--- config.mk ---
export PLATFORM = sky130hd
export DESIGN_NAME = scp_config_port
export DESIGN_NICKNAME = d
export VERILOG_FILES = /design/src/scp_pkg.sv /design/src/scp_config_port.sv /design/src/scp_regmem.sv
export SDC_FILE = /design/constraint.sdc
export NUM_CORES = 2
export LEC_CHECK = 0
export BUFFER_PORTS_ARGS = -buffer_cell sky130_fd_sc_hd__buf_2
export CORE_ASPECT_RATIO = 0.5
export CORE_MARGIN = 2
export CORE_UTILIZATION = 60
export DETAILED_ROUTE_END_ITERATION = 8
export GPL_ROUTABILITY_DRIVEN = 1
export PLACE_DENSITY_LB_ADDON = 0.25
export SYNTH_ARGS = -nofsm -noshare
export SYNTH_HDL_FRONTEND = slang
export SYNTH_SLANG_ARGS = --single-unit
--- constraint.sdc ---
create_clock -name clk -period 4.65 [get_ports clk]
set_input_delay 0.93 -clock clk [delete_from_list [all_inputs] [get_ports clk]]
set_output_delay 0.93 -clock clk [all_outputs]
set_load 0.02 [all_outputs]
--- src/scp_pkg.sv ---
// -----------------------------------------------------------------------------
// Shared constants for the serial configuration port.
// -----------------------------------------------------------------------------
package scp_pkg;

	// Register address and data widths.
	localparam int ADDR_W = 7;
	localparam int DATA_W = 8;

	// Register offsets (7-bit address space).
	localparam logic [6:0] REG_DIVIDER = 7'h10;
	localparam logic [6:0] REG_STATUS = 7'h6e;
	localparam logic [6:0] REG_COMMAND = 7'h70;
	localparam logic [6:0] REG_CONFIG = 7'h71;
	localparam logic [6:0] REG_SYSREF_DELAY = 7'h72;
	localparam logic [6:0] REG_OE_A = 7'h74;
	localparam logic [6:0] REG_OE_B = 7'h76;
	localparam logic [6:0] REG_RESERVED_BASE = 7'h78;

	// Status register fields.
	localparam int ST_ALIGN_BIT = 0;
	localparam int POWER_UP_DONE_FLAG_BIT = 1;

	// Command register fields, all self-clearing.
	localparam int CMD_ALIGN_BIT = 0;
	localparam int CMD_BIAS_CAL_BIT = 1;
	localparam int CMD_DELAY_CAL_BIT = 2;
	localparam int CMD_INIT_CLK_BIT = 3;

	// Configuration register fields.
	localparam int CFG_READ_POL_BIT = 0;
	localparam int CFG_BIAS_TYPE_BIT = 1;
	localparam int CFG_PD_S_BIT = 2;

	// Values after reset.
	localparam logic [7:0] OE_A_RESET = 8'hff;
	localparam logic [7:0] OE_B_RESET = 8'h00;
	localparam logic [7:0] CONFIG_RESET = 8'h00;
	localparam logic [7:0] SYSREF_DELAY_RESET = 8'h00;
	localparam logic [7:0] DIVIDER_RESET = 8'h00;
	localparam logic [7:0] DIVIDER_PIN_LOW = 8'h02;
	localparam logic [7:0] DIVIDER_PIN_HIGH = 8'h01;
	localparam logic [7:0] MEM_RESET = 8'h00;

	// Timing: clock rate and the startup hold-off.
	localparam int CLK_FREQ_HZ = 25000000;
	localparam int STARTUP_TIME_MS = 2;
	localparam int STARTUP_CYCLES = STARTUP_TIME_MS * (CLK_FREQ_HZ / 1000);
	localparam int STARTUP_CNT_W = 20;

	// Lengths of the internal initialisation and alignment steps.
	localparam logic [7:0] INIT_CYCLES = 8'h10;
	localparam logic [7:0] ALIGN_RUN_CYCLES = 8'h20;

	// Serial bit counter value at the last bit of a byte.
	localparam logic [2:0] LAST_BIT = 3'h7;

	// Alignment sequencer states, Gray coded along idle, wait, run.
	typedef enum logic [1:0] {
		SCP_ALN_IDLE = 2'b00,
		SCP_ALN_WAIT = 2'b01,
		SCP_ALN_RUN = 2'b11
	} scp_align_e;

endpackage

--- src/scp_config_port.sv ---
// Functional notes
// - Clock input held off 2 ms after reset.
// - Divider reset value taken from strap pin.
// - Clock outputs on, sysref outputs off initially.
// - Ready flag set when power-up completes.
// - Align command starts alignment, then self-clears.
// - Pending flag high while waiting or aligning.
// - Powerdown pulse in AC-coupled mode parks sysref legs at crosspoint.
// - Calibration commands start calibrations, then self-clear.
// - Init command resyncs dividers, holds outputs low.
// - Output enables live in two registers.
// - Sysref delay changes never stop outputs.
// - Deselected: data line released, port idle.
// - Input bits sampled on rising serial clock.
// - Read edge chosen by polarity bit.
// - First byte: direction then address, LSB first.
// - Read: line turns output, register shifted out.
// - Continued reads walk successive addresses.
// - Write stores each byte below the reserved range, address auto-increments.
`timescale 1ns/1ps
`default_nettype none
module scp_config_port
#(
	parameter int STARTUP_CNT = scp_pkg::STARTUP_CYCLES
)
(
	input wire logic clk,
	input wire logic rst_b,
	input wire logic select_low,
	input wire logic sclk,
	input wire logic serial_data_i,
	output logic serial_data_o,
	output logic serial_data_oe,
	input wire logic divider_default_pin,
	input wire logic sysref_ref_in,
	output logic clock_input_enable,
	output logic power_up_done_flag,
	output logic align_pending_flag,
	output logic [scp_pkg::DATA_W-1:0] clock_output_en,
	output logic [scp_pkg::DATA_W-1:0] sysref_output_en,
	output logic outputs_hold_low,
	output logic sysref_park_vos,
	output logic bias_cal_start,
	output logic delay_cal_start,
	output logic clk_init_start,
	output logic [scp_pkg::DATA_W-1:0] divider_setting,
	output logic [scp_pkg::DATA_W-1:0] sysref_delay
);
	import scp_pkg::*;

	// -------------------------------------------------------------------------
	// Declarations
	// -------------------------------------------------------------------------
	logic sclk_prev_q; // Serial clock level one cycle ago.
	logic ref_prev_q; // Reference input level one cycle ago.
	logic [2:0] bit_cnt_q; // Bit position within the current byte.
	logic cmd_phase_q; // High while the command byte is arriving.
	logic dir_read_q; // Direction of the current transfer.
	logic [ADDR_W-1:0] addr_q; // Current register address.
	logic [DATA_W-1:0] rx_sh_q; // Receive shift register.
	logic [DATA_W-1:0] tx_sh_q; // Transmit shift register.
	logic fetch_q; // Read data from storage arrive this cycle.
	logic [ADDR_W-1:0] fetch_addr_q; // Address of the fetched byte.
	logic wr_en_q; // One-cycle write strobe.
	logic [ADDR_W-1:0] wr_addr_q; // Address of the write.
	logic [DATA_W-1:0] wr_data_q; // Data of the write.
	logic [STARTUP_CNT_W-1:0] start_cnt_q; // Startup hold-off counter.
	logic strap_done_q; // Strap pin already captured.
	logic [DATA_W-1:0] oe_a_q; // Clock output enables.
	logic [DATA_W-1:0] oe_b_q; // Sysref output enables.
	logic [DATA_W-1:0] config_q; // Polarity, bias type and powerdown.
	logic [7:0] init_cnt_q; // Remaining cycles of the init step.
	logic [7:0] align_cnt_q; // Remaining cycles of the alignment run.
	scp_align_e align_state_q; // Alignment sequencer state.
	logic [DATA_W-1:0] mem_rd_data; // Registered storage read data.
	logic [ADDR_W-1:0] rd_addr_c; // Address presented to storage.
	logic [DATA_W-1:0] rx_next; // Receive register after this bit.
	logic sclk_rise; // Rising edge of the serial clock.
	logic sclk_fall; // Falling edge of the serial clock.
	logic out_edge; // Edge on which read data change.
	logic byte_done; // Last bit of a byte taken this cycle.
	logic ref_rise; // Rising edge on the reference input.
	logic cmd_wr; // Write to the command register.
	logic [DATA_W-1:0] read_value; // Byte returned by a read.

	// Decides whether an address belongs to the dedicated control registers.
	function automatic logic scp_is_dedicated(input logic [ADDR_W-1:0] a);
		scp_is_dedicated = (a == REG_DIVIDER) || (a == REG_STATUS) ||
			(a == REG_COMMAND) || (a == REG_CONFIG) ||
			(a == REG_SYSREF_DELAY) || (a == REG_OE_A) || (a == REG_OE_B);
	endfunction

	// -------------------------------------------------------------------------
	// Edge detection and decoding
	// -------------------------------------------------------------------------

	// Pins are synchronous to clk, so edges come from a one-cycle delay.
	assign sclk_rise = sclk && !sclk_prev_q;
	assign sclk_fall = !sclk && sclk_prev_q;
	assign ref_rise = sysref_ref_in && !ref_prev_q;
	assign rx_next = {serial_data_i, rx_sh_q[DATA_W-1:1]};
	assign byte_done = sclk_rise && !select_low && (bit_cnt_q == LAST_BIT);
	assign out_edge = config_q[CFG_READ_POL_BIT] ? sclk_rise : sclk_fall;
	assign cmd_wr = wr_en_q && (wr_addr_q == REG_COMMAND);

	// Storage is addressed by the byte that is about to be read out.
	always_comb
	begin
		rd_addr_c = addr_q;
		if (byte_done && cmd_phase_q)
		begin
			rd_addr_c = rx_next[DATA_W-1:1];
		end
		else if (byte_done && dir_read_q)
		begin
			rd_addr_c = addr_q + 7'h01;
		end
	end

	// Readback mux; command bits always read as zero.
	always_comb
	begin
		read_value = mem_rd_data;
		case (fetch_addr_q)
			REG_DIVIDER: read_value = divider_setting;
			REG_STATUS:
			begin
				read_value = 8'h00;
				read_value[POWER_UP_DONE_FLAG_BIT] = power_up_done_flag;
				read_value[ST_ALIGN_BIT] = align_pending_flag;
			end
			REG_COMMAND: read_value = 8'h00;
			REG_CONFIG: read_value = config_q;
			REG_SYSREF_DELAY: read_value = sysref_delay;
			REG_OE_A: read_value = oe_a_q;
			REG_OE_B: read_value = oe_b_q;
			default: read_value = scp_is_dedicated(fetch_addr_q) ? 8'h00 : mem_rd_data;
		endcase
	end

	// Sampling registers for the edge detectors.
	always_ff @(posedge clk or negedge rst_b)
	begin
		if (!rst_b)
		begin
			sclk_prev_q <= 1'b0;
			ref_prev_q <= 1'b0;
		end
		else
		begin
			sclk_prev_q <= sclk;
			ref_prev_q <= sysref_ref_in;
		end
	end

	// -------------------------------------------------------------------------
	// Serial receive and command decoding
	// -------------------------------------------------------------------------

	// Bits and bytes are counted on rising serial clock edges only.
	always_ff @(posedge clk or negedge rst_b)
	begin
		if (!rst_b)
		begin
			bit_cnt_q <= 3'h0;
			cmd_phase_q <= 1'b1;
			dir_read_q <= 1'b0;
			addr_q <= 7'h00;
			rx_sh_q <= 8'h00;
			wr_en_q <= 1'b0;
			wr_addr_q <= 7'h00;
			wr_data_q <= 8'h00;
		end
		else
		begin
			wr_en_q <= 1'b0;
			if (select_low)
			begin
				bit_cnt_q <= 3'h0;
				cmd_phase_q <= 1'b1;
			end
			else if (sclk_rise)
			begin
				rx_sh_q <= rx_next;
				bit_cnt_q <= bit_cnt_q + 3'h1;
				if (byte_done && cmd_phase_q)
				begin
					dir_read_q <= rx_next[0];
					addr_q <= rx_next[DATA_W-1:1];
					cmd_phase_q <= 1'b0;
				end
				else if (byte_done)
				begin
					wr_en_q <= !dir_read_q;
					wr_addr_q <= addr_q;
					wr_data_q <= rx_next;
					addr_q <= addr_q + 7'h01;
				end
			end
		end
	end

	// -------------------------------------------------------------------------
	// Serial transmit
	// -------------------------------------------------------------------------

	// Storage read is one cycle late, so the serial clock must stay below
	// a quarter of clk for the first bit of each byte to be ready in time.
	always_ff @(posedge clk or negedge rst_b)
	begin
		if (!rst_b)
		begin
			fetch_q <= 1'b0;
			fetch_addr_q <= 7'h00;
		end
		else
		begin
			fetch_q <= byte_done && (cmd_phase_q ? rx_next[0] : dir_read_q);
			if (byte_done)
			begin
				fetch_addr_q <= rd_addr_c;
			end
		end
	end

	// Data line driver; the enable drops as soon as select goes high.
	always_ff @(posedge clk or negedge rst_b)
	begin
		if (!rst_b)
		begin
			tx_sh_q <= 8'h00;
			serial_data_o <= 1'b0;
			serial_data_oe <= 1'b0;
		end
		else if (select_low)
		begin
			serial_data_oe <= 1'b0;
			serial_data_o <= 1'b0;
		end
		else
		begin
			if (byte_done && cmd_phase_q && rx_next[0])
			begin
				serial_data_oe <= 1'b1;
			end
			if (fetch_q)
			begin
				tx_sh_q <= read_value;
			end
			else if (out_edge && serial_data_oe)
			begin
				serial_data_o <= tx_sh_q[0];
				tx_sh_q <= {1'b0, tx_sh_q[DATA_W-1:1]};
			end
		end
	end

	// -------------------------------------------------------------------------
	// Startup and strap capture
	// -------------------------------------------------------------------------

	// Hold-off counter; the clock input stays off until it expires.
	always_ff @(posedge clk or negedge rst_b)
	begin
		if (!rst_b)
		begin
			start_cnt_q <= '0;
			clock_input_enable <= 1'b0;
			power_up_done_flag <= 1'b0;
		end
		else if (start_cnt_q < STARTUP_CNT_W'(STARTUP_CNT - 1))
		begin
			start_cnt_q <= start_cnt_q + 1'b1;
		end
		else
		begin
			clock_input_enable <= 1'b1;
			power_up_done_flag <= 1'b1;
		end
	end

	// The strap is caught on the first edge after release, never in reset.
	always_ff @(posedge clk or negedge rst_b)
	begin
		if (!rst_b)
		begin
			strap_done_q <= 1'b0;
			divider_setting <= DIVIDER_RESET;
		end
		else if (!strap_done_q)
		begin
			strap_done_q <= 1'b1;
			divider_setting <= divider_default_pin ? DIVIDER_PIN_HIGH : DIVIDER_PIN_LOW;
		end
		else if (wr_en_q && (wr_addr_q == REG_DIVIDER))
		begin
			divider_setting <= wr_data_q;
		end
	end

	// -------------------------------------------------------------------------
	// Control registers
	// -------------------------------------------------------------------------

	// Output enables, configuration and sysref delay registers.
	always_ff @(posedge clk or negedge rst_b)
	begin
		if (!rst_b)
		begin
			oe_a_q <= OE_A_RESET;
			oe_b_q <= OE_B_RESET;
			config_q <= CONFIG_RESET;
			sysref_delay <= SYSREF_DELAY_RESET;
		end
		else if (wr_en_q)
		begin
			if (wr_addr_q == REG_OE_A)
			begin
				oe_a_q <= wr_data_q;
			end
			if (wr_addr_q == REG_OE_B)
			begin
				oe_b_q <= wr_data_q;
			end
			if (wr_addr_q == REG_CONFIG)
			begin
				config_q <= wr_data_q;
			end
			if (wr_addr_q == REG_SYSREF_DELAY)
			begin
				sysref_delay <= wr_data_q;
			end
		end
	end

	// Calibration and init launch pulses; command bytes reach only general storage and read back as zero.
	always_ff @(posedge clk or negedge rst_b)
	begin
		if (!rst_b)
		begin
			bias_cal_start <= 1'b0;
			delay_cal_start <= 1'b0;
			clk_init_start <= 1'b0;
		end
		else
		begin
			bias_cal_start <= cmd_wr && wr_data_q[CMD_BIAS_CAL_BIT];
			delay_cal_start <= cmd_wr && wr_data_q[CMD_DELAY_CAL_BIT];
			clk_init_start <= cmd_wr && wr_data_q[CMD_INIT_CLK_BIT];
		end
	end

	// Init step: outputs are forced low while the dividers resynchronise.
	always_ff @(posedge clk or negedge rst_b)
	begin
		if (!rst_b)
		begin
			init_cnt_q <= 8'h00;
		end
		else if (cmd_wr && wr_data_q[CMD_INIT_CLK_BIT])
		begin
			init_cnt_q <= INIT_CYCLES;
		end
		else if (init_cnt_q != 8'h00)
		begin
			init_cnt_q <= init_cnt_q - 8'h01;
		end
	end

	// Gated enables to the output drivers.
	always_ff @(posedge clk or negedge rst_b)
	begin
		if (!rst_b)
		begin
			clock_output_en <= OE_A_RESET;
			sysref_output_en <= OE_B_RESET;
			outputs_hold_low <= 1'b0;
		end
		else
		begin
			outputs_hold_low <= (init_cnt_q != 8'h00);
			clock_output_en <= (init_cnt_q != 8'h00) ? 8'h00 : oe_a_q;
			sysref_output_en <= (init_cnt_q != 8'h00) ? 8'h00 : oe_b_q;
		end
	end

	// Parking at the crosspoint follows a one-then-zero powerdown pulse in
	// AC-coupled mode and ends when the next sysref edge arrives.
	always_ff @(posedge clk or negedge rst_b)
	begin
		if (!rst_b)
		begin
			sysref_park_vos <= 1'b0;
		end
		else if (wr_en_q && (wr_addr_q == REG_CONFIG) && config_q[CFG_PD_S_BIT] &&
			!wr_data_q[CFG_PD_S_BIT] && wr_data_q[CFG_BIAS_TYPE_BIT])
		begin
			sysref_park_vos <= 1'b1;
		end
		else if (ref_rise)
		begin
			sysref_park_vos <= 1'b0;
		end
	end

	// -------------------------------------------------------------------------
	// Multi-device alignment
	// -------------------------------------------------------------------------

	// A new command restarts the sequence, so a set never loses to a clear.
	always_ff @(posedge clk or negedge rst_b)
	begin
		if (!rst_b)
		begin
			align_state_q <= SCP_ALN_IDLE;
			align_cnt_q <= 8'h00;
			align_pending_flag <= 1'b0;
		end
		else
		begin
			case (align_state_q)
				SCP_ALN_IDLE:
				begin
					align_pending_flag <= 1'b0;
					if (cmd_wr && wr_data_q[CMD_ALIGN_BIT])
					begin
						align_state_q <= SCP_ALN_WAIT;
						align_pending_flag <= 1'b1;
					end
				end
				SCP_ALN_WAIT:
				begin
					align_pending_flag <= 1'b1;
					if (ref_rise)
					begin
						align_state_q <= SCP_ALN_RUN;
						align_cnt_q <= ALIGN_RUN_CYCLES;
					end
				end
				SCP_ALN_RUN:
				begin
					if (cmd_wr && wr_data_q[CMD_ALIGN_BIT])
					begin
						align_state_q <= SCP_ALN_WAIT;
					end
					else if (align_cnt_q == 8'h01)
					begin
						align_state_q <= SCP_ALN_IDLE;
						align_pending_flag <= 1'b0;
					end
					else
					begin
						align_cnt_q <= align_cnt_q - 8'h01;
					end
				end
				default:
				begin
					align_state_q <= SCP_ALN_IDLE;
					align_pending_flag <= 1'b0;
				end
			endcase
		end
	end

	// -------------------------------------------------------------------------
	// General register storage
	// -------------------------------------------------------------------------
	scp_regmem u_regmem
	(
		.clk(clk),
		.rst_b(rst_b),
		.wr_en(wr_en_q),
		.wr_addr(wr_addr_q),
		.wr_data(wr_data_q),
		.rd_addr(rd_addr_c),
		.rd_data(mem_rd_data)
	);

endmodule
`default_nettype wire

--- src/scp_regmem.sv ---
`timescale 1ns/1ps
`default_nettype none
// -----------------------------------------------------------------------------
// General register storage with a registered read port.
// -----------------------------------------------------------------------------
module scp_regmem
(
	input wire logic clk,
	input wire logic rst_b,
	input wire logic wr_en,
	input wire logic [scp_pkg::ADDR_W-1:0] wr_addr,
	input wire logic [scp_pkg::DATA_W-1:0] wr_data,
	input wire logic [scp_pkg::ADDR_W-1:0] rd_addr,
	output logic [scp_pkg::DATA_W-1:0] rd_data
);
	import scp_pkg::*;

	// Storage array; every byte returns to its default at reset.
	logic [DATA_W-1:0] mem_q [0:(1<<ADDR_W)-1];

	// Write port; the reserved top range is never written.
	always_ff @(posedge clk or negedge rst_b)
	begin
		if (!rst_b)
		begin
			for (int i = 0; i < (1 << ADDR_W); i++)
			begin
				mem_q[i] <= MEM_RESET;
			end
		end
		else if (wr_en && (wr_addr < REG_RESERVED_BASE))
		begin
			mem_q[wr_addr] <= wr_data;
		end
	end

	// Read port; data appear one clock after the address.
	always_ff @(posedge clk or negedge rst_b)
	begin
		if (!rst_b)
		begin
			rd_data <= MEM_RESET;
		end
		else
		begin
			rd_data <= mem_q[rd_addr];
		end
	end

endmodule
`default_nettype wire

==> impl_metrics.json <==
{
  "outcome": "finished clean",
  "dp_hpwl_mm": 94.6,
  "gp_congestion": 0.954,
  "layout_commonest_cell": "dfrtp_1",
  "worst_slack_ns": 0.165,
  "std_cell_rows": 77,
  "antenna_found_initial": 7,
  "yosysSeqAreaShare_pct": 54.9,
  "dp_slack_ns": 0.0518,
  "dpl-instance-area_sq_um": 56200,
  "cts.sinks": 1189,
  "hold_ws_ns": 0.311,
  "pin_count": 49,
  "fmax_mhz": 223,
  "power_density_nw_per_um2": 335,
  "cts_post_setup_buffers_inserted": 0,
  "path_clk_slew_ns": 0.07,
  "finalSetupViolations": 0,
  "maxCapViolCount": 0,
  "syn_nets": 4561,
  "ctsResizeCount": 0,
  "portBuffers": 48,
  "clk_latency_ns": 0.73,
  "fin_crit_sh_pct": 96.5,
  "critPathArrivalTime_ns": 5.09,
  "synth_cell_types": 71,
  "synth_top_cell_area_share_pct": 54.1,
  "cts_max_path_buffers": 3,
  "post-route-util_pct": 67.3,
  "area_delta_synth_final_pct": 10.5,
  "die_h_um": 217,
  "drive_gt1_share_pct": 31.8,
  "layout.nets": 4503,
  "vias": 37655,
  "initial_core_util_pct": 61.0,
  "grt_overflow_total": 0,
  "finClkSkew_ns": 0.0303,
  "holdBufCountCts": 0,
  "fin_setup_tns_ns": 0,
  "cts_root_buf": "clkbuf_16",
  "coreArea_sq_um": 88900,
  "dr.pass1.iters": 5,
  "wire_per_inst_um": 25.8,
  "most-common-layout-cells": "dfrtp_1, mux2_2, nand2_1",
  "vdd_drop_max_uv": 299,
  "ys_seq_elements": 1189,
  "critPathCaptureType": "register",
  "htreeDepth": 3,
  "rsz0062_at_grt": "false",
  "grt.total_usage_pct": 32.3,
  "worst_slew_pin_slew_ns": 1.24,
  "die-area_sq_um": 92900,
  "yosys_warnings": 0,
  "synth-main-ff-cell": "dfrtp_1",
  "crit_type": "register to register",
  "startpoint_type": "register",
  "drtIter0Drc": 4413,
  "die_w_um": 429,
  "finalCriticalPeriod_ns": 4.49,
  "synth-edff-count": 0,
  "leakage_nw": 28.9,
  "maxSlewHeadroom_pct": 16.3,
  "vias_per_cell": 6.53,
  "design_area_sq_um": 59900,
  "totalWireLength_mm": 149,
  "syn_avg_cell_area_sq_um": 11.9,
  "cts_tree": "done",
  "syn_area_sq_um": 54200,
  "hold_violations": 0,
  "ant_nets": 0,
  "async_flop_share_pct": 100,
  "crit_required_ns": 5.25,
  "grt_max_degree": 99,
  "synthCells": 4547,
  "yosys.area.top_type": "dfrtp_1",
  "grt_pass1_wl_mm": 232,
  "min_path_type": "input port to asynchronous set/reset pin",
  "grt_pass1_vias": 38264,
  "synth_area_leaders": "dfrtp_1, mux2_2, nand2_1",
  "slew_violations": 0,
  "cts_buffers": 103,
  "crit_fanout": 42,
  "drc_errors": 0
}
[area by class of cell]
class / count / area (sq um)
sequential: 1189 / 29800
fill: 6374 / 29100
multi-input combinational: 2936 / 22800
clock buffer: 152 / 3050
timing repair buffer: 240 / 2040
tap: 1185 / 1480
clock inverter: 44 / 637
inverter: 19 / 71.3
antenna: 2 / 5.00
[layer usage]
metal | GRT usage, % | vias to the layer above | routed length [um]
li1 | - | 16159 | -
met4 | 10.5 | 6 | 4760
met1 | 45.3 | 19585 | 63300
met5 | 0 | - | 122
met2 | 48.8 | 1566 | 66300
met3 | 9.08 | 339 | 14700
[cells by family (layout without fill, tap and decap cells)]
kind of cell,after synthesis,after routing,share of synthesized area [%]
flops,1189,1189,54.9
mux,1178,1178,24.1
simple gates,1169,1169,9.88
compound gates,555,555,7.41
buf+inv,422,455,3.14
xor+xnor,26,26,0.420
fa+ha+maj,7,7,0.162
other cells,1,3,0.00692
[registers in the layout, indices dropped and copies added (netlist names), 8 cells and up]
register	cells
start_cnt_q	20
u_regmem.rd_data	8
oe_a_q	8
align_cnt_q	8
config_q	8
clock_output_en	8
init_cnt_q	8
wr_data_q	8
sysref_output_en	8
u_regmem.mem_q	1024
sysref_delay	8
oe_b_q	8
divider_setting	8
tx_sh_q	8
[power breakdown]
part | switching (mW) | total [mW] | internal [mW]
sequential | 0.0358 | 10.4 | 10.4
combinational | 0.245 | 0.317 | 0.0712
clock | 4.00 | 9.36 | 5.36
total | 4.28 | 20.1 | 15.8
[final timing paths]
path / start / depth (start not counted) / endpoint / slack [ns]
max: bit_cnt_q[0] / 13 / u_regmem.rd_data[3] / 0.16
min: rst_b / 1 / u_regmem.mem_q[928] / 0.31
min in group clk: sysref_ref_in / 1 / ref_prev_q / 0.34
min reg2reg: start_cnt_q[17] / 0 / start_cnt_q[17] / 0.37
max in group asynchronous: rst_b / 3 / u_regmem.mem_q[387] / 3.13
max reg2reg: bit_cnt_q[0] / 13 / u_regmem.rd_data[3] / 0.16
[synth_stat cells, types with 12 or more instances]
library cell and count:
dfrtp_1 1172, mux2_2 999, nand2_1 597, clkbuf_1 308, a211oi_1 227, mux2i_1 179, nor2_1 142, nand3_1 140
and3_1 128, buf_2 81, a21oi_1 62, a31oi_1 59, a32oi_1 48, o21ai_0 45, nor3_1 40, a41oi_1 25
and2_1 24, inv_1 19, nor4_1 18, dfstp_2 17, nand2b_1 17, xnor2_1 17, a311oi_1 16, a22oi_1 13
o22ai_1 12
[critical path: stages (launching register included)]
cell and delay [ns]:
dfrtp_1 0.40, ha_1 0.21, ha_1 0.23, and4bb_1 0.22, buf_4 0.21, a31oi_4 0.49
nand2_8 0.35, buf_4 0.42, nor2_1 0.20, buf_4 0.31, a32oi_1 0.14, a41oi_1 0.52
nand3_1 0.31, and4b_1 0.29
[through the flow]
step / instances / power (mW)
5_1_grt: 5765 / 20.6
3_5_place_dp: 5569 / 10.9
6_report: 5767 / 20.1
4_1_cts: 5765 / 20.2
2_1_floorplan: 4547 / 10.6
3_3_place_gp: 5569 / 10.9
Note: power is estimated with default switching activity, not from simulation.
